`src/rcd_cfg.svh`:
```
// rcd_cfg.svh: timing counts and reset values of the reset/init sequencer
// assumes a single 50 MHz core clock; included by bare name
`ifndef RCD_CFG_SVH
`define RCD_CFG_SVH

// core clock period in picoseconds
`define RCD_CLK_PERIOD_PS   20000
// clock stabilization time, microseconds
`define RCD_STAB_US         15
// stabilization time rounds down to whole cycles, with no lower bound here
`define RCD_STAB_CYCLES     ((`RCD_STAB_US * 1000000) / `RCD_CLK_PERIOD_PS)
// default activation time in cycles (plain value, adjustable by parameter)
`define RCD_ACT_CYCLES      100
// controller reset holds, for reference only
`define RCD_PWRUP_HOLD_US   200
`define RCD_SOFT_HOLD_NS    100
// control word store layout
`define RCD_CW_AW           4
`define RCD_CW_DW           4
`define RCD_CW_RESET        4'h0
// control word 0, bit 0: float address/command while deselected
`define RCD_CW_FLOAT_ADDR   4'h0
`define RCD_CW_FLOAT_BIT    0

`endif

```
`src/rcd_pkg.sv`:
```
// rcd_pkg.sv: types shared by the reset/init sequencer files
// assumes rcd_cfg.svh for the numeric constants
package rcd_pkg;

  // sequencer states, gray coded along reset -> settle -> run
  typedef enum logic [1:0] {
    RCD_ST_RESET  = 2'b00,
    RCD_ST_SETTLE = 2'b01,
    RCD_ST_RUN    = 2'b11
  } rcd_state_t;

endpackage : rcd_pkg

```
`src/rcd_cw_if.sv`:
```
// rcd_cw_if.sv: carrier between the sequencer and its control word store
// assumes both ends run on the same core clock
`timescale 1ns/1ps
`include "rcd_cfg.svh"

interface rcd_cw_if;
  logic                    we;
  logic [`RCD_CW_AW-1:0]   waddr;
  logic [`RCD_CW_DW-1:0]   wdata;
  logic [`RCD_CW_AW-1:0]   raddr;
  logic [`RCD_CW_DW-1:0]   rdata;

  modport user  (output we, output waddr, output wdata, output raddr, input rdata);
  modport store (input we, input waddr, input wdata, input raddr, output rdata);
endinterface : rcd_cw_if

```
`src/rcd_cw_store.sv`:
```
// rcd_cw_store.sv: control word memory, cleared to defaults by reset
// assumes a single clock; read data comes from a register
`timescale 1ns/1ps
`include "rcd_cfg.svh"

module rcd_cw_store (
  // clock and reset
  input  wire logic core_clk,
  input  wire logic rst,
  // access port
  rcd_cw_if.store   cw
);
  import rcd_pkg::*;

  localparam int DEPTH = 1 << `RCD_CW_AW;

  logic [`RCD_CW_DW-1:0] mem_q [DEPTH];
  logic [`RCD_CW_DW-1:0] mem_d [DEPTH];
  logic [`RCD_CW_DW-1:0] rdata_q;
  logic [`RCD_CW_DW-1:0] rdata_d;

  ////////////////////////////////////////////////////////////////////////
  // next values: one word written, read port registered
  always_comb begin
    for (int i = 0; i < DEPTH; i++) begin
      mem_d[i] = mem_q[i];
    end
    if (cw.we) begin
      mem_d[cw.waddr] = cw.wdata;
    end
    rdata_d = mem_q[cw.raddr];
  end

  // reset restores every word to its default
  always_ff @(posedge core_clk or posedge rst) begin
    if (rst) begin
      for (int i = 0; i < DEPTH; i++) begin
        mem_q[i] <= `RCD_CW_RESET;
      end
      rdata_q <= `RCD_CW_RESET;
    end else begin
      mem_q   <= mem_d;
      rdata_q <= rdata_d;
    end
  end

  assign cw.rdata = rdata_q;

endmodule : rcd_cw_store

```
`src/rcd_reset_init_sequencer.sv`:
```
// rcd_reset_init_sequencer.sv: reset entry, release and first-edge output
// sequencing of a registering clock driver, plus plain registered pass-through
// assumes core_clk is the input clock and rst the reset, already synchronous
// to nothing: rst acts asynchronously, outputs released by the first edge
`timescale 1ns/1ps
`include "rcd_cfg.svh"

// Contract
// - in reset clock enables drive low, parity error output stays inactive high.
// - after release, before the first edge, termination outputs drive low.
// - after the first edge termination outputs follow their inputs.
// - after the release step outputs follow ordinary pass-through behaviour.
// - feedback clock may be driven or undriven during initialization.
// - a reset with stable clock follows the same entry and release sequence.
// - in reset every output floats except clock enables, held low.
// - in reset all control words return to their defaults.
module rcd_reset_init_sequencer #(
  parameter int AC_W        = 22,
  parameter int ACT_CYCLES  = `RCD_ACT_CYCLES,
  parameter int STAB_CYCLES = `RCD_STAB_CYCLES
) (
  // clock and reset
  input  wire logic            core_clk,
  input  wire logic            rst,
  // mode strap: low selects four chip selects
  input  wire logic            four_select_mode,
  // controller side
  input  wire logic [3:0]      chip_select_in,
  input  wire logic [1:0]      clock_enable_in,
  input  wire logic [1:0]      termination_ctrl_in,
  input  wire logic [AC_W-1:0] addr_cmd_in,
  input  wire logic            parity_in,
  // dram side, chip selects
  output logic [3:0]           chip_select_out,
  output logic                 chip_select_out_oe,
  // dram side, clock enables (two copies, always driven)
  output logic [3:0]           clock_enable_out,
  // dram side, termination controls (two copies)
  output logic [3:0]           termination_ctrl_out,
  output logic                 termination_ctrl_out_oe,
  // dram side, address and command
  output logic [AC_W-1:0]      addr_cmd_out,
  output logic                 addr_cmd_out_oe,
  // open-drain error flag and feedback clock
  output logic                 parity_error_out,
  output logic                 parity_error_out_oe,
  output logic                 feedback_clock_out,
  output logic                 feedback_clock_out_oe,
  // sequencer status
  output logic                 init_done
);
  import rcd_pkg::*;

  // hold window for the chip selects: stabilization minus activation
  localparam int HOLD_RAW    = STAB_CYCLES - ACT_CYCLES;
  localparam int HOLD_CYCLES = (HOLD_RAW < 1) ? 1 : HOLD_RAW;
  localparam int CNT_W       = $clog2(HOLD_CYCLES + 1);
  localparam logic [CNT_W-1:0] HOLD_LAST = CNT_W'(HOLD_CYCLES - 1);

  // true when every chip select in use is high
  function automatic logic all_deselected(input logic [3:0] cs, input logic quad_n);
    all_deselected = quad_n ? &cs[1:0] : &cs;
  endfunction : all_deselected

  // true when a control word access is requested
  function automatic logic cw_access(input logic [3:0] cs, input logic quad_n);
    cw_access = quad_n ? (cs[1:0] == 2'b00) : (cs == 4'h0);
  endfunction : cw_access

  ////////////////////////////////////////////////////////////////////////
  // sequencer state

  rcd_state_t              state_q;
  rcd_state_t              state_d;
  logic [CNT_W-1:0]        cnt_q;
  logic [CNT_W-1:0]        cnt_d;
  logic                    quad_n_q;
  logic                    quad_n_d;

  // reset -> settle at first edge, settle -> run once the hold expires
  always_comb begin
    state_d  = state_q;
    cnt_d    = cnt_q;
    quad_n_d = quad_n_q;
    unique case (state_q)
      RCD_ST_RESET: begin
        // strap caught at the first edge after release
        quad_n_d = four_select_mode;
        cnt_d    = '0;
        state_d  = RCD_ST_SETTLE;
      end
      RCD_ST_SETTLE: begin
        if (cnt_q == HOLD_LAST) begin
          state_d = RCD_ST_RUN;
        end else begin
          cnt_d = cnt_q + CNT_W'(1);
        end
      end
      RCD_ST_RUN: begin
        state_d = RCD_ST_RUN;
      end
      default: begin
        state_d = RCD_ST_RESET;
      end
    endcase
  end

  // a soft reset lands in the same state as power-up
  always_ff @(posedge core_clk or posedge rst) begin
    if (rst) begin
      state_q  <= RCD_ST_RESET;
      cnt_q    <= '0;
      quad_n_q <= 1'b1;
    end else begin
      state_q  <= state_d;
      cnt_q    <= cnt_d;
      quad_n_q <= quad_n_d;
    end
  end

  ////////////////////////////////////////////////////////////////////////
  // control word store

  rcd_cw_if cw ();

  logic cw_we;
  assign cw_we = (state_q == RCD_ST_RUN) && cw_access(chip_select_in, quad_n_q);

  // writes only once running; inputs are don't-care before that
  assign cw.we    = cw_we;
  assign cw.waddr = addr_cmd_in[`RCD_CW_AW-1:0];
  assign cw.wdata = addr_cmd_in[2*`RCD_CW_AW-1:`RCD_CW_AW];
  assign cw.raddr = `RCD_CW_FLOAT_ADDR;

  rcd_cw_store u_cw_store (
    .core_clk (core_clk),
    .rst      (rst),
    .cw       (cw.store)
  );

  logic float_en;
  assign float_en = cw.rdata[`RCD_CW_FLOAT_BIT];

  ////////////////////////////////////////////////////////////////////////
  // output registers

  logic [3:0]      cs_q;
  logic [3:0]      cs_d;
  logic [3:0]      cke_q;
  logic [3:0]      cke_d;
  logic [3:0]      odt_q;
  logic [3:0]      odt_d;
  logic [AC_W-1:0] ac_q;
  logic [AC_W-1:0] ac_d;
  logic            desel_q;
  logic            desel_d;
  logic            fb_q;
  logic            fb_d;

  // registered pass-through, gated by the sequencer state
  always_comb begin
    cs_d    = 4'hf;
    desel_d = 1'b1;
    // clock enables are plain copies; controller keeps them low while settling
    cke_d   = {clock_enable_in, clock_enable_in};
    // termination follows its input from the first edge on
    odt_d   = {termination_ctrl_in, termination_ctrl_in};
    ac_d    = addr_cmd_in;
    fb_d    = ~fb_q;
    if (state_q == RCD_ST_RUN) begin
      // a control word access is not forwarded to the drams
      if (!cw_access(chip_select_in, quad_n_q)) begin
        cs_d = chip_select_in;
      end
      if (quad_n_q) begin
        cs_d[3:2] = 2'b11; // unused selects stay deselected
      end
      desel_d = all_deselected(chip_select_in, quad_n_q);
    end
    // chip selects held high while settling, whatever the inputs show
    else begin
      cs_d = 4'hf;
    end
  end

  // reset values are what the pins show between release and first edge
  always_ff @(posedge core_clk or posedge rst) begin
    if (rst) begin
      cs_q    <= 4'hf;
      cke_q   <= 4'h0;
      odt_q   <= 4'h0;
      ac_q    <= '0;
      desel_q <= 1'b1;
      fb_q    <= 1'b0;
    end else begin
      cs_q    <= cs_d;
      cke_q   <= cke_d;
      odt_q   <= odt_d;
      ac_q    <= ac_d;
      desel_q <= desel_d;
      fb_q    <= fb_d;
    end
  end

  ////////////////////////////////////////////////////////////////////////
  // pin drive; enables follow rst directly so floating is immediate

  assign chip_select_out         = cs_q;
  assign chip_select_out_oe      = ~rst;
  assign clock_enable_out        = cke_q;
  assign termination_ctrl_out    = odt_q;
  assign termination_ctrl_out_oe = ~rst;
  assign addr_cmd_out            = ac_q;
  // float enable saves bus power; drive returns on the same edge as the reselecting command
  assign addr_cmd_out_oe         = ~rst & ~(float_en & desel_q);

  // parity checking lives elsewhere: the flag stays released (pulled high)
  assign parity_error_out        = 1'b0;
  assign parity_error_out_oe     = 1'b0;

  // feedback clock: undriven in reset, a core_clk/2 toggle afterwards
  assign feedback_clock_out      = fb_q;
  assign feedback_clock_out_oe   = ~rst;

  assign init_done               = (state_q == RCD_ST_RUN);

  // parity input is outside this block's scope
  logic unused_parity;
  assign unused_parity = parity_in;

endmodule : rcd_reset_init_sequencer

```
`config.mk`:
```
export PLATFORM = sky130hd
export DESIGN_NAME = rcd_reset_init_sequencer
export DESIGN_NICKNAME = d
export VERILOG_FILES = /design/src/rcd_pkg.sv /design/src/rcd_cw_if.sv /design/src/rcd_cw_store.sv /design/src/rcd_reset_init_sequencer.sv
export VERILOG_INCLUDE_DIRS = /design/src
export SDC_FILE = /design/constraint.sdc
export NUM_CORES = 1
export LEC_CHECK = 0
export BUFFER_PORTS_ARGS = -buffer_cell sky130_fd_sc_hd__buf_2
export CORE_ASPECT_RATIO = 0.5
export CORE_MARGIN = 3
export CORE_UTILIZATION = 50
export CTS_BUF_LIST = sky130_fd_sc_hd__clkbuf_8 sky130_fd_sc_hd__clkbuf_16
export DETAILED_ROUTE_END_ITERATION = 16
export PLACE_DENSITY = 0.83
export SLEW_MARGIN = 20
export SYNTH_ARGS = -nofsm -noshare
export SYNTH_HDL_FRONTEND = slang
export SYNTH_SLANG_ARGS = --single-unit
```
`constraint.sdc`:
```
create_clock -name core_clk -period 5.2 [get_ports core_clk]
set_input_delay 1.04 -clock core_clk [delete_from_list [all_inputs] [get_ports core_clk]]
set_output_delay 1.04 -clock core_clk [all_outputs]
set_load 0.05 [all_outputs]
```
# Yosys cells after proc, flatten, opt, wreduce, memory -nomap -nowiden
# Cells that the tools add are included.
# totals
mem_bits_ro,0
latch_bits,0
out_inout_bits,42
input_bits,34
mem_bits_rw,0
n_memories,0
regBits,114
# classes
multipliers,0
n_mux,13
n_lt_le_gt_ge,2
shift,0
div_mod_pow,0
add_sub_neg,1
n_eq_ne,5
bitwise_logic,6
n_reduce_logical,9
# ops
op,n
bitwise mux 64 bit,1
one-hot mux 10 bit (2 select lines),1
demux 4 bit (select 4 bit),1
2-to-1 mux 4 bit,3
adder 10 x 1 -> 10 bit (second input constant),1
== test 10 bit (second input constant),1
2-to-1 mux 10 bit,1
one-hot mux 2 bit (3 select lines),1
greater-or-equal comparator 5 bit (second input constant),1
< comparator 5 x 1 -> 1 bit (second input constant),1
NOT 4 -> 5 bit,1
zero test 2 bit,2
zero test 4 bit,1
2-to-1 mux 2 bit,2
inequality test 2 bit (second input constant),2
AND reduction 2 bit,2
AND reduction 4 bit,1
2-to-1 mux 1 bit,3
NOT 1 bit,3
AND 1 bit,2
== test 2 x 1 -> 1 bit (second input constant),1
== test 2 bit (second input constant),1
logical AND 1 bit,2
nonzero test 2 bit,1

# Longest topological paths before layout
# depth
word_depth,6
depth_mapped,7

# Hierarchy
# Synthesis repeated with hierarchy kept, for this count alone.
# unflattened
hier_cells,338
area_unflattened_um2,4758.3
# modules_own_cells
mod,cells_per_inst,area_per_inst_um2,instances,seq_area_each_um2
rcd_cw_store,205,3086.7,1,1701.6
rcd_reset_init_sequencer,133,1671.6,1,1133.6

# Least setup slack after synthesis
# Ideal clock, no wire load.
# synth_timing
path_kind,in2out
startpoint,input port rst
endpoint,output port feedback_clock_out_oe
path_stages,2
arrival_ns,2.719
t_required_ns,4.160
slack_ns,1.441
path_cell_list,inv_1 > buf_4
# synth_between
elab_chain_len,1
# synth_lines
element,line,text
start: declaration,rcd_reset_init_sequencer.sv:24,"input wire logic rst,"
NOT 1 bit,rcd_reset_init_sequencer.sv:223,assign feedback_clock_out_oe = ~rst;
end: declaration,rcd_reset_init_sequencer.sv:48,"output logic feedback_clock_out_oe,"
# No other way between the ends.

# Worst setup path in the final report
# layout_timing
startpoint,input port rst
endpoint,output port chip_select_out_oe
# layout_between
elab_chain_len,1
# layout_lines
element,line,text
NOT 1 bit,rcd_reset_init_sequencer.sv:209,assign chip_select_out_oe = ~rst;
end: declaration,rcd_reset_init_sequencer.sv:35,"output logic chip_select_out_oe,"
# No other way between the ends.

==> results.md <==
- Status: finished, final reports clean
- Crit path DAT: 1.69 ns
- Layout cells sized above 1: 46.41%
- Hold Violations, Final: 0
- Part of the Yosys area used for sequential elements: 67.14%
- Post-DP HPWL: 2716 µm
- Pwr dens: 315.8 nW/µm²
- CP max FO: 13
- Vias/cell: 4.922
- DRT Pass-1 Iters: 4
- # setup viols final: 0
- Layout Nets: 244
- Worst Hold Endpoint: u_cw_store.cw.rdata[0]$_DFF_PP0_
- Reg2reg setup slack: 3.49 ns
- Hold wc startpoint: u_cw_store.mem_q[60]$_DFFE_PP0P_
- CTS root buffer: clkbuf_8
- Row count: 14
- CP Capture Type: output pin
- F_max: 0.3670 GHz
- Grt met3 use: 5.808%
- Chip Width: around 90 µm
- Worst path required time: 4.16 ns
- Leakage: roughly 1.1 nW
- Vias: 1265
- Hold Buf Count CTS: 0
- IO Port Bufs: 72
- Die Y: 47.99 µm
- P&R area growth vs syn: 25.83%
- VDD IR max: roughly 130 µV
- Dpl ws: 2.455 ns
- Gate power share: between 10% and 20%
- Min-delay worst type: reg -> reg
- Mapped Area: 1763 µm²
- Worst-path clk slew: roughly 0.090 ns
- Cell-internal power: 0.5038 mW
- # diodes: 0
- Routability cong.: 0.8326
- Tmin final: 2.725 ns
- Core area: 3188 µm²
- Ys Warns: 0
- Sw frac: 28.09%
- Number of library cell types mapped by synthesis: 36
- Total CTS buffers: 5
- DIE AREA: 4317 µm²
- Flops & latches, synth: 47
- Starting DRC count in detailed routing: 40
- First-pass GRT wire length: 5699 µm
- Final Worst Setup Slack: 2.475 ns
- Cells after Synth: 137
- Initial antenna violation count: 0
- Sum Neg Setup Slack: 0 ns
- Hold Slack: 0.3771 ns
- Flop pwr share: between 50% and 60%
- Clock power frac: 33.1%
- R2r worst-path depth: 6
- Reg2reg end: cnt_q[9]$_DFFE_PP0P_
- RSZ-0062 raised after global routing: no
- Clock Skew: 0.008022 ns
- Max-cap violations: 0
- Final ANT Viol Nets: 0
- Clock tree buffer depth: 2
- Remaining global-route overflow: 0
- Hold Crit Depth: 0
- Period utilization: 52.40%
- Pin count of the biggest net entering global routing: 39
- Final wirelength: 3654 µm
- Setup Buffers After CTS: 0
- Vias in the first global route: 1219
- WS Path Type: in -> out
- H-Tree Depth: 2
- Reg-to-reg startpoint: cnt_q[1]$_DFFE_PP0P_
- GR Util met1: 18.56%
- Global-route usage over all layers: 17.69%
- GR peak layer: met2
- Net Switching: 0.1968 mW
- Initial core utilization: 55.30%
- Syn Area/Cell: 12.87 µm²
- TritonCTS clock tree: done
- Filler cells: approximately 240
- Final Max Tran Viols: 0
- Clk sinks: between 40 and 50
- Post_cts resized: 0
- Num ports: 76
- Crit path launch type: input pin
- Drt wl/cell: 14.22 µm
- M2 GR Usage: 34.67%
- Drc violations: 0
- Worst-skew pair later-pin latency: 0.30 ns
-- routing by layer --
layer	part of all wire, %	up-vias
met3	5.7	6
met2	52	44
met1	41	608
met4	1.7	0
met5	0	-
li1	-	607
-- Yosys cell counts --
cell,n,area share (%)
o211ai_1,3,1.3
a21o_1,2,0.85
and4b_4,1,0.78
nand4_1,2,0.71
conb_1,1,0.21
a311o_1,1,0.57
and2_1,3,1.1
and4bb_2,1,0.71
buf_6,1,0.64
a22o_1,2,0.99
and3_1,2,0.71
mux2_2,3,1.9
or2_2,2,0.71
nor2b_1,3,1.1
inv_1,3,0.64
xor2_1,1,0.50
nand2b_1,2,0.71
nor2_1,6,1.3
nor3b_1,1,0.43
a31o_2,1,0.50
a21oi_1,2,0.57
or3_1,5,1.8
nor4_1,2,0.71
o21ai_1,3,0.85
o21ai_0,4,1.1
nor3_1,3,0.85
a41oi_1,1,0.50
ha_1,2,1.4
a31o_4,1,0.99
clkbuf_1,1,0.21
dfstp_2,6,8.9
dfrtp_1,41,58
nand2_1,13,2.8
nand3_1,3,0.85
buf_4,8,3.4
mux2i_1,1,0.57
-- worst max-delay path, stage by stage --
cell   delay, ns
buf_2       0.11
inv_2       0.21
buf_2       0.32
-- sequential cells by signal (all words and copies together), names as in the netlist --
signal,cells
addr_cmd_out,22
cnt_q,10
chip_select_out,4
clock_enable_out,2
state_q,2
termination_ctrl_out,2
desel_q,1
feedback_clock_out,1
quad_n_q,1
u_cw_store.cw.rdata,1
u_cw_store.mem_q,1
-- final cells by class --
| class | count | area [µm²] | share of cell area [%] |
|---|---|---|---|
| inverters | 3 | 11.26 | 0.5076 |
| repair buffers | 73 | 367.9 | 16.58 |
| well taps | 48 | 60.06 | 2.707 |
| clock buffers | 6 | 82.58 | 3.723 |
| multi-input cells | 78 | 496.7 | 22.39 |
| clock inverters | 2 | 16.27 | 0.7332 |
| flip-flops and latches | 47 | 1184 | 53.36 |
-- per-stage QoR --
stage	area [µm²]	util [%]	instances	total power, mW
6_report	2218	69.58	257	0.7007
4_1_cts	2218	69.58	257	0.7030
5_1_grt	2218	69.58	257	0.7249
3_3_place_gp	2120	66.48	249	0.4747
3_5_place_dp	2120	66.48	249	0.4770
2_1_floorplan	1767	-	138	0.4510
-- how the worst max path moves through the flow --
stage	start	endpoint
after floorplan	rst	feedback_clock_out_oe
after global placement	rst	chip_select_out_oe
after detailed placement	rst	chip_select_out_oe
after CTS	rst	chip_select_out_oe
after global routing	rst	chip_select_out_oe
final	rst	chip_select_out_oe
-- cells by family after synthesis --
group,count (synthesis),share of synthesized area [%]
AND/OR/NAND/NOR,49,15.12
adder cells (fa/ha/maj),2,1.419
multiplexers,4,2.484
XOR/XNOR,1,0.4969
flip-flops,47,67.14
AO/OA/AOI/OAI,20,8.233
buffers and inverters,13,4.897
other,1,0.2127
-- power by group through the flow --
stage,Combinational [mW],Sequential [mW],Clock [mW]
final,0.0896,0.379,0.232
after floorplan,0.0267,0.424,0
after detailed placement,0.0905,0.387,0
after global routing,0.0942,0.381,0.250
after global placement,0.0889,0.386,0
after CTS,0.0906,0.379,0.233
-- cell usage in the layout (no fill, tap or decap) --
| cell type | Yosys | layout |
|---|---|---|
| clkinvlp_4 | 0 | 1 |
| and2_1 | 3 | 3 |
| clkinv_4 | 0 | 1 |
| a21o_1 | 2 | 2 |
| or3_1 | 5 | 5 |
| nor3b_1 | 1 | 1 |
| nand2_1 | 13 | 13 |
| nor3_1 | 3 | 3 |
| inv_2 | 0 | 1 |
| o211ai_1 | 3 | 3 |
| inv_1 | 3 | 2 |
| and3_1 | 2 | 2 |
| buf_2 | 0 | 72 |
| o21ai_1 | 3 | 3 |
| or2_2 | 2 | 2 |
| nor2b_1 | 3 | 3 |
| a31o_4 | 1 | 1 |
| nand2b_1 | 2 | 2 |
| a22o_1 | 2 | 2 |
| buf_4 | 8 | 1 |
| a31o_2 | 1 | 1 |
| a311o_1 | 1 | 1 |
| dfstp_2 | 6 | 6 |
| ha_1 | 2 | 2 |
| mux2_2 | 3 | 3 |
| mux2i_1 | 1 | 1 |
| clkbuf_8 | 0 | 6 |
| conb_1 | 1 | 2 |
| and4b_4 | 1 | 1 |
| o21ai_0 | 4 | 4 |
| xor2_1 | 1 | 1 |
| a21oi_1 | 2 | 2 |
| nand4_1 | 2 | 2 |
| a41oi_1 | 1 | 1 |
| nand3_1 | 3 | 3 |
| nor4_1 | 2 | 2 |
| and4bb_2 | 1 | 1 |
| dfrtp_1 | 41 | 41 |
| nor2_1 | 6 | 6 |
(Power assumes the default switching activity.)
